### src/inc/scp_pkg.sv
package scp_pkg;

  // Frame geometry
  localparam int          SCP_BYTE_W    = 8;
  localparam int          SCP_CNT_W     = 3;
  localparam logic [2:0]  SCP_CNT_ZERO  = 3'h0;
  localparam logic [2:0]  SCP_CNT_ONE   = 3'h1;
  localparam logic [2:0]  SCP_CNT_LAST  = 3'h7;

  // Synchroniser depth for pins
  localparam int          SCP_SYNC_STAGES = 2;

  // Reset values
  localparam logic [7:0]  SCP_BYTE_RST    = 8'h00;
  localparam logic        SCP_LEVEL_LOW   = 1'b0;
  localparam logic        SCP_LEVEL_HIGH  = 1'b1;
  // Capture-on-rising is the mode used when no select falling edge is seen
  localparam logic        SCP_MODE_RISE   = 1'b1;

  // Port state
  typedef enum logic [0:0] {
    SCP_ST_IDLE   = 1'b0,
    SCP_ST_ACTIVE = 1'b1
  } scp_state_e;

endpackage : scp_pkg

### src/design/scp_serial_port.sv
`timescale 1ns/1ps

module scp_serial_port
  import scp_pkg::*;
#(
  parameter int BYTE_W = SCP_BYTE_W
) (
  input  wire logic              clk,
  input  wire logic              sys_rst,
  input  wire logic              portSelectN,
  input  wire logic              shiftClk,
  input  wire logic              serialIn,
  input  wire logic [BYTE_W-1:0] statusByte,
  output logic                   serialOut,
  output logic                   serialOutEn,
  output logic      [BYTE_W-1:0] cmdByte,
  output logic                   cmdValid,
  output logic                   captureRise
);

  // Pin synchronisers
  logic [2:0] pinsSync;
  logic       selNSync;
  logic       sckSync;
  logic       siSync;

  scp_sync #(
    .WIDTH  (3),
    .STAGES (SCP_SYNC_STAGES)
  ) u_pin_sync (
    .clk     (clk),
    .sys_rst (sys_rst),
    .asyncIn ({portSelectN, shiftClk, serialIn}),
    .syncOut (pinsSync)
  );

  assign selNSync = pinsSync[2];
  assign sckSync  = pinsSync[1];
  assign siSync   = pinsSync[0];

  // State
  scp_state_e              state_ff;
  scp_state_e              nxt_state;
  logic                    selNPrev_ff;
  logic                    sckPrev_ff;
  logic                    modeRise_ff;
  logic                    nxt_modeRise;
  logic [SCP_CNT_W-1:0]    bitCnt_ff;
  logic [SCP_CNT_W-1:0]    nxt_bitCnt;
  logic [BYTE_W-1:0]       rxShift_ff;
  logic [BYTE_W-1:0]       nxt_rxShift;
  logic [BYTE_W-1:0]       txShift_ff;
  logic [BYTE_W-1:0]       nxt_txShift;
  logic                    txHold_ff;
  logic                    nxt_txHold;
  logic [BYTE_W-1:0]       cmdByte_ff;
  logic [BYTE_W-1:0]       nxt_cmdByte;
  logic                    cmdValid_ff;
  logic                    nxt_cmdValid;
  logic                    serialOut_ff;
  logic                    nxt_serialOut;
  logic                    serialOutEn_ff;
  logic                    nxt_serialOutEn;
  logic [SCP_SYNC_STAGES-1:0] primed_ff;
  logic [SCP_SYNC_STAGES-1:0] nxt_primed;

  // Synchroniser shows its reset level until loaded from the pins;
  // acting on it would open a phantom frame with select really high
  assign nxt_primed = {primed_ff[SCP_SYNC_STAGES-2:0], SCP_LEVEL_HIGH};
  wire syncReady   = primed_ff[SCP_SYNC_STAGES-1];

  // Edge decode on synchronised levels only
  wire selHigh     = selNSync;
  wire selFallSeen = selNPrev_ff & ~selNSync;
  wire sckRise     = sckSync & ~sckPrev_ff;
  wire sckFall     = ~sckSync & sckPrev_ff;
  wire isActive    = (state_ff == SCP_ST_ACTIVE);
  wire enterActive = (state_ff == SCP_ST_IDLE) & ~selHigh & syncReady;

  // Capture and launch edges follow the latched polarity
  wire captureEdge = isActive & ~selHigh & (modeRise_ff ? sckRise : sckFall);
  wire launchEdge  = isActive & ~selHigh & (modeRise_ff ? sckFall : sckRise);
  wire lastBit     = (bitCnt_ff == SCP_CNT_LAST);
  wire byteDone    = captureEdge & lastBit;

  // Next-state selection
  always_comb begin
    nxt_state = state_ff;
    if (selHigh) begin
      nxt_state = SCP_ST_IDLE;
    end else if (enterActive) begin
      nxt_state = SCP_ST_ACTIVE;
    end
  end

  // Polarity is fixed for the whole transfer once select is low
  always_comb begin
    nxt_modeRise = modeRise_ff;
    if (enterActive) begin
      if (selFallSeen) begin
        nxt_modeRise = sckSync;
      end else begin
        nxt_modeRise = SCP_MODE_RISE;
      end
    end
  end

  // Bit counter and receive shifter
  always_comb begin
    nxt_bitCnt  = bitCnt_ff;
    nxt_rxShift = rxShift_ff;
    if (selHigh) begin
      nxt_bitCnt = SCP_CNT_ZERO;
    end else if (captureEdge) begin
      nxt_rxShift = {rxShift_ff[BYTE_W-2:0], siSync};
      if (lastBit) begin
        nxt_bitCnt = SCP_CNT_ZERO;
      end else begin
        nxt_bitCnt = bitCnt_ff + SCP_CNT_ONE;
      end
    end
  end

  // Completed command byte, one-cycle strobe
  always_comb begin
    nxt_cmdByte  = cmdByte_ff;
    nxt_cmdValid = SCP_LEVEL_LOW;
    if (byteDone) begin
      nxt_cmdByte  = {rxShift_ff[BYTE_W-2:0], siSync};
      nxt_cmdValid = SCP_LEVEL_HIGH;
    end
  end

  // Status transmit path.
  // The first edge after select fall is always a launch edge in either
  // mode; txHold keeps MSB on the line through it so the host still
  // samples bit 7 at the first capture edge.
  always_comb begin
    nxt_txShift     = txShift_ff;
    nxt_txHold      = txHold_ff;
    nxt_serialOut   = serialOut_ff;
    nxt_serialOutEn = serialOutEn_ff;
    if (selHigh) begin
      nxt_serialOutEn = SCP_LEVEL_LOW;
      nxt_txHold      = SCP_LEVEL_HIGH;
    end else if (enterActive || byteDone) begin
      nxt_txShift     = statusByte;
      nxt_serialOut   = statusByte[BYTE_W-1];
      nxt_txHold      = SCP_LEVEL_HIGH;
      nxt_serialOutEn = SCP_LEVEL_HIGH;
    end else begin
      if (captureEdge) begin
        nxt_txHold = SCP_LEVEL_LOW;
      end
      if (launchEdge && !txHold_ff) begin
        nxt_txShift   = {txShift_ff[BYTE_W-2:0], SCP_LEVEL_LOW};
        nxt_serialOut = txShift_ff[BYTE_W-2];
      end
    end
  end

  // Registers
  always_ff @(posedge clk) begin
    if (sys_rst) begin
      state_ff    <= SCP_ST_IDLE;
      selNPrev_ff <= SCP_LEVEL_LOW;
      sckPrev_ff  <= SCP_LEVEL_LOW;
      modeRise_ff <= SCP_MODE_RISE;
      primed_ff   <= '0;
    end else begin
      state_ff    <= nxt_state;
      primed_ff   <= nxt_primed;
      selNPrev_ff <= selNSync;
      sckPrev_ff  <= sckSync;
      modeRise_ff <= nxt_modeRise;
    end
  end

  always_ff @(posedge clk) begin
    if (sys_rst) begin
      bitCnt_ff  <= SCP_CNT_ZERO;
      rxShift_ff <= SCP_BYTE_RST;
      cmdByte_ff <= SCP_BYTE_RST;
      cmdValid_ff <= SCP_LEVEL_LOW;
    end else begin
      bitCnt_ff  <= nxt_bitCnt;
      rxShift_ff <= nxt_rxShift;
      cmdByte_ff <= nxt_cmdByte;
      cmdValid_ff <= nxt_cmdValid;
    end
  end

  always_ff @(posedge clk) begin
    if (sys_rst) begin
      txShift_ff     <= SCP_BYTE_RST;
      txHold_ff      <= SCP_LEVEL_HIGH;
      serialOut_ff   <= SCP_LEVEL_LOW;
      serialOutEn_ff <= SCP_LEVEL_LOW;
    end else begin
      txShift_ff     <= nxt_txShift;
      txHold_ff      <= nxt_txHold;
      serialOut_ff   <= nxt_serialOut;
      serialOutEn_ff <= nxt_serialOutEn;
    end
  end

  assign serialOut   = serialOut_ff;
  assign serialOutEn = serialOutEn_ff;
  assign cmdByte     = cmdByte_ff;
  assign cmdValid    = cmdValid_ff;
  assign captureRise = modeRise_ff;

endmodule : scp_serial_port

### src/design/scp_sync.sv
`timescale 1ns/1ps

// Multi-bit two-flop synchroniser; every bit is an independent level.
module scp_sync
  import scp_pkg::*;
#(
  parameter int WIDTH  = 3,
  parameter int STAGES = SCP_SYNC_STAGES
) (
  input  wire logic             clk,
  input  wire logic             sys_rst,
  input  wire logic [WIDTH-1:0] asyncIn,
  output logic      [WIDTH-1:0] syncOut
);

  logic [WIDTH-1:0] stage_ff [STAGES];

  // Only the next stage reads a stage; the last stage is the output.
  always_ff @(posedge clk) begin
    if (sys_rst) begin
      for (int i = 0; i < STAGES; i++) begin
        stage_ff[i] <= '0;
      end
    end else begin
      stage_ff[0] <= asyncIn;
      for (int i = 1; i < STAGES; i++) begin
        stage_ff[i] <= stage_ff[i-1];
      end
    end
  end

  assign syncOut = stage_ff[STAGES-1];

endmodule : scp_sync

### config.mk
export PLATFORM = sky130hd
export DESIGN_NAME = scp_serial_port
export DESIGN_NICKNAME = d
export VERILOG_FILES = /design/src/inc/scp_pkg.sv /design/src/design/scp_serial_port.sv /design/src/design/scp_sync.sv
export SDC_FILE = /design/constraint.sdc
export NUM_CORES = 1
export LEC_CHECK = 0
export ABC_AREA = 1
export BUFFER_PORTS_ARGS = -buffer_cell sky130_fd_sc_hd__buf_4
export CORE_MARGIN = 2
export CORE_UTILIZATION = 60
export CTS_BUF_LIST = sky130_fd_sc_hd__clkbuf_8
export DETAILED_ROUTE_END_ITERATION = 16
export PLACE_DENSITY_LB_ADDON = 0.1
export SETUP_SLACK_MARGIN = 0.15
export SLEW_MARGIN = 20
export SYNTH_ARGS = -nofsm -noshare
export SYNTH_HDL_FRONTEND = slang
export SYNTH_SLANG_ARGS = --single-unit
export TNS_END_PERCENT = 100
### constraint.sdc
create_clock -name clk -period 3.4 [get_ports clk]
set_input_delay 0.17 -clock clk [delete_from_list [all_inputs] [get_ports clk]]
set_output_delay 0.17 -clock clk [all_outputs]
set_load 0.05 [all_outputs]
# Yosys cells after proc, flatten, opt, wreduce, memory -nomap -nowiden
# Memories as Yosys holds them, arrays and structs flattened.
# Cells that the tools add are included.
# op_classes
bitwise_logic	15
mux	15
n_reduce_logical	8
n_eq_ne	1
addsub	1
# ops
op	n
7-bit 2-to-1 mux	2
1-bit 2-to-1 mux	10
1-bit bitwise AND	9
3-bit 2-to-1 mux	3
1-bit NOT	4
2-bit AND reduction	2
3-bit by 1-bit adder with 3-bit output, second input constant	1
3-bit equality test, second input constant	1
3-bit OR reduction	1
1-bit OR	2
2-bit nonzero test	1
2-bit OR reduction	1
1-bit logical AND	1
1-bit zero test	1
1-bit logical OR	1
# word_totals
in_bits	13
register_bits	35
mem_bits_rw	6
memories	1
# mem_list
memory	words	word_bits	read_ports	rd_clocked_by_memory_dff	wr	line	text
u_pin_sync.stage_ff	2	3	2	0	2	scp_sync.sv:16	logic [WIDTH-1:0] stage_ff [STAGES];

# Depth between registers and ports, before layout
# An unclocked memory read counts as a cell.
# depth
ltp_word	9
ltp_mapped	10
depth_no_buf	9

# Cells and area by module
# Synthesis repeated with hierarchy kept, for this count alone.
# unflattened
hier_cells	210
area_unflattened_um2	1642.8
# modules_own_cells
mod	cells_per_inst	instances	seq_area_each_um2	area_per_inst_um2
scp_serial_port	189	1	700.7	1455.1
scp_sync	21	1	120.1	187.7

# Worst setup path after synthesis
# OpenSTA, ideal clock, no wires.
# synth_path
kind	register -> register
startpoint	reg modeRise_ff, in the netlist captureRise
endpoint	reg txShift_ff[3]
path_stages_with_launch	9
arrival_ns	1.407
path_slack_ns	1.881
synth_period_minus_slack_ns	1.519
setup_time_ns	0.111
path_cell_list	dfxtp_1 nand3_1 nand2_2 nand3_4 buf_4 nand3_1 nand2_1 nor2_1 nor2_1
# synth_via
elab_chain_cells	6
elab_cells_between_ends	10
cone_classes	mux: 3; bitwise: 3; reduce/logical: 4
# synth_lines
item	line	text
start, declared	scp_serial_port.sv:46	logic modeRise_ff;
start signal, assigned	scp_serial_port.sv:175	modeRise_ff <= nxt_modeRise;
1-bit 2-to-1 mux	scp_serial_port.sv:81	wire captureEdge = isActive & ~selHigh & (modeRise_ff ? sckRise : sckFall);
1-bit bitwise AND	scp_serial_port.sv:81	
1-bit bitwise AND	scp_serial_port.sv:84	wire byteDone = captureEdge & lastBit;
1-bit logical OR	scp_serial_port.sv:146	end else if (enterActive || byteDone) begin
2-bit nonzero test (no source line)	n/a	
2-bit AND reduction (no source line)	n/a	
end signal, assigned	scp_serial_port.sv:200	txShift_ff <= nxt_txShift;
end, declared	scp_serial_port.sv:52	logic [BYTE_W-1:0] txShift_ff;
# Several ways; a longest one is shown, not always the timed one.
# A chain may end at the register's enable or synchronous reset.

# Worst setup path after layout
# layout_path
startpoint	reg bitCnt_ff[0]
endpoint	reg txShift_ff[4]
# layout_via
elab_chain_cells	5
elab_cells_between_ends	6
cone_classes	eq/ne: 1; mux: 1; bitwise: 1; reduce/logical: 3
# layout_lines
item	line	text
start, declared	scp_serial_port.sv:48	logic [SCP_CNT_W-1:0] bitCnt_ff;
start signal, assigned	scp_serial_port.sv:186	bitCnt_ff <= nxt_bitCnt;
3-bit equality test (*)	scp_serial_port.sv:83	wire lastBit = (bitCnt_ff == SCP_CNT_LAST);
1-bit bitwise AND (*)	scp_serial_port.sv:84	
1-bit logical OR (*)	scp_serial_port.sv:146	
2-bit nonzero test (no source line)	n/a	
2-bit AND reduction (no source line)	n/a	
# Mark *: on every way between the ends. The rest lies on a longest branch, timed or not.

==> metrics.cfg <==
[sta]
fmax_ghz = 0.5557
whs_ps = 72.42
fin_skew_ps = 5.041
period_needed_ps = 1800
rsz0062_at_grt = false
worst_pin_slew_ps = 625.4
max-slew-margin-rel = 0.5826
hold_viol = 0
layout_setup_ws_ps = 1600
slew_viol_final = 0
setup_viol = 0
setup_tns_ps = 0
period_share = 0.5293

[worst_hold_path]
hp-class = input port to flop
holdPathEnd = u_pin_sync.stage_ff[0][0]
hp-start = serialIn
hold_depth = 3

[clock_tree]
cts.sinks = 41
worstSkewPairLatency_ps = 300
cts_buffer_depth = 2
root_buffer = clkbuf_8
post_cts_resized = 0
cts_buffers = 5
path_clk_slew_ps = 70
tritoncts = done
ctsHtreeMaxLevel = 2
cts_setup_buffers = 0
hold_buffers = 0

[place]
place_ws_ps = 1627
hpwl_mm = 2.020
routabilityCongestion = 0.7320
io_buffers = 24

[yosys]
synth_warnings = 0
synth_common_cells = dfxtp_1 (41), nand2_1 (39), nor2_1 (36)
synthTopCellsByArea = dfxtp_1 (51%), nand2_1 (9.0%), nor2_1 (8.3%), nand3_1 (5.5%), inv_1 (4.8%)
yosysMostFrequentCell = dfxtp_1
syn_nets = 227
synth_edf_count = 0
synth_top_area_share = 0.5050
mappedNetlistArea_um2 = 1625
syn_area_per_cell_um2 = 7.667
yosys_most_used_dff = dfxtp_1
ys_async_sr_fraction = 0
synth_top_area_cell = dfxtp_1
netlist_instances = 212
synth_seq_cells = 41
ys_seq_area_frac = 0.5050
yosysUniqueCellTypes = 21

[layout]
drive_above_1_share = 0.1838
nFillCells = 204
fin_nets = 248
area_growth_syn_to_layout_pct = 17.09
n_antenna_cell = 0

[pwr]
power_density_nw_per_um2 = 517.3
ir_drop_v = 0.0005195
leakagePower_uw = 0.0009179

[setup_path]
cp_data_required_time_ps = 3630
rr_startpoint = bitCnt_ff[0]
critPathMaxStageDelay_ps = 330
crit_family = simple AND/OR/NAND/NOR gates
worst-setup-path-type = flop to flop
critPathCaptureType = flop
cp.buffers_inverters = 0
slowest_stage = dfxtp_1
crit_path_max_fanout = 24
cp-start-kind = flop
r2r_end = txShift_ff[4]
r2r_setup_slack_ps = 1600
path_cells = ha_1 > ha_1 > nand3_4 > nand2_2 > nor2_2 > nor2_1 > nor2_1
rr_worst_depth = 7
cp_data_arrival_time_ps = 2030

[global_routing]
grt_pass1_vias = 1165
overflow = 0
grt_pass1_wl_mm = 4.981
grt_max_degree = 25
grt_antenna_before_repair = 0
grt_usage = 0.2033

[routing]
wirelength_mm = 2.984
drt_iter0_drc = 45
drtAntennaViolNets = 0
drc_errors = 0
viasPerCell = 5.174
wl_per_cell_um = 11.30
drt-pass1-iter-count = 4
vias = 1366

[flow_run]
cap_violations = 0

[status]
status = finished, final reports clean

[floorplanning]
die_width_um = 56.05
io_pins = 25
initial_core_util = 0.6443
dieHeight_um = 56.05
num_rows = 18
core_um2 = 2522
dieArea_um2 = 3141

power breakdown:
group	internal [uW]	switching (uW)	leakage [uW]
logic	31.9	48.8	0.000521
clock network	236	163	0.0000626
registers	496	8.61	0.000334
total	764	221	0.000918
worst reg2reg max path, stage by stage (launching register included):
cell,delay [ps]
dfxtp_1,330
ha_1,200
ha_1,270
nand3_4,270
nand2_2,210
nor2_2,280
nor2_1,80
nor2_1,90
cell type report:
| cell class | count | area, um^2 | share of cell area |
|---|---|---|---|
| flip-flops and latches | 41 | 820.8 | 0.4313 |
| multi-input cells | 135 | 650.6 | 0.3419 |
| repair buffers | 24 | 180.2 | 0.09467 |
| inverters | 26 | 97.59 | 0.05128 |
| clock buffers | 6 | 82.58 | 0.04339 |
| well taps | 30 | 37.54 | 0.01972 |
| clock inverters | 2 | 33.78 | 0.01775 |
placed cells by master (no fill, tap or decap):
cell | netlist | routed
bufinv_16 | 0 | 1
nand3_2 | 1 | 1
clkbuf_8 | 0 | 6
nand4_1 | 8 | 8
nor2_2 | 2 | 2
o21ai_0 | 12 | 12
o211a_1 | 1 | 1
nand3_4 | 2 | 2
a21oi_1 | 10 | 10
buf_4 | 2 | 24
nor2_1 | 36 | 36
nand3_1 | 18 | 18
nor3_1 | 1 | 1
dfxtp_1 | 41 | 41
ha_1 | 2 | 2
nand2_2 | 2 | 2
nand2_1 | 39 | 39
inv_1 | 21 | 22
a211o_1 | 1 | 1
inv_2 | 5 | 5
routing by layer:
metal | GRT usage | vias to the layer above | wire, um
met5 | 0 | - | 0
met4 | 0.07143 | 0 | 44
met3 | 0.08140 | 6 | 201
met2 | 0.3311 | 36 | 1411
met1 | 0.2423 | 610 | 1327
li1 | - | 714 | -
flip-flops by register name, indices dropped and copies added, names as in the netlist:
register and count:
rxShift_ff 7, txShift_ff 7, bitCnt_ff 3, isActive 1
sckPrev_ff 1, cmdValid 1, cmdByte 8, primed_ff 2
serialOut 1, serialOutEn 1, txHold_ff 1, selNPrev_ff 1
u_pin_sync.stage_ff 6, captureRise 1
worst max-delay path by stage:
| stage | slack (ps) | from | to | cells past startpoint |
|---|---|---|---|---|
| floorplan | 1880 | captureRise | txShift_ff[3] | 8 |
| global placement | 1700 | bitCnt_ff[0] | serialOut | 7 |
| detailed placement | 1630 | bitCnt_ff[0] | txShift_ff[4] | 7 |
| finish | 1600 | bitCnt_ff[0] | txShift_ff[4] | 7 |
| global route | 1430 | bitCnt_ff[0] | txShift_ff[3] | 7 |
| CTS | 1600 | bitCnt_ff[0] | txShift_ff[4] | 7 |
cell families after synthesis:
group | share of synthesized area
buffers and inverters | 0.09468
flip-flops | 0.5050
AND/OR/NAND/NOR | 0.3056
adder cells (fa/ha/maj) | 0.01539
AO/OA/AOI/OAI | 0.07930
per-stage QoR:
| stage | instance area, um^2 | total power [uW] | std cells | util |
|---|---|---|---|---|
| global placement | 1787 | 592.9 | 256 | 0.7083 |
| finish | 1903 | 984.5 | 264 | 0.7545 |
| detailed placement | 1787 | 595.9 | 256 | 0.7083 |
| global route | 1903 | 1017 | 264 | 0.7545 |
| floorplan | 1625 | 574.1 | 212 | - |
| CTS | 1903 | 986.6 | 264 | 0.7545 |
Power figures use the tool's default switching activity.
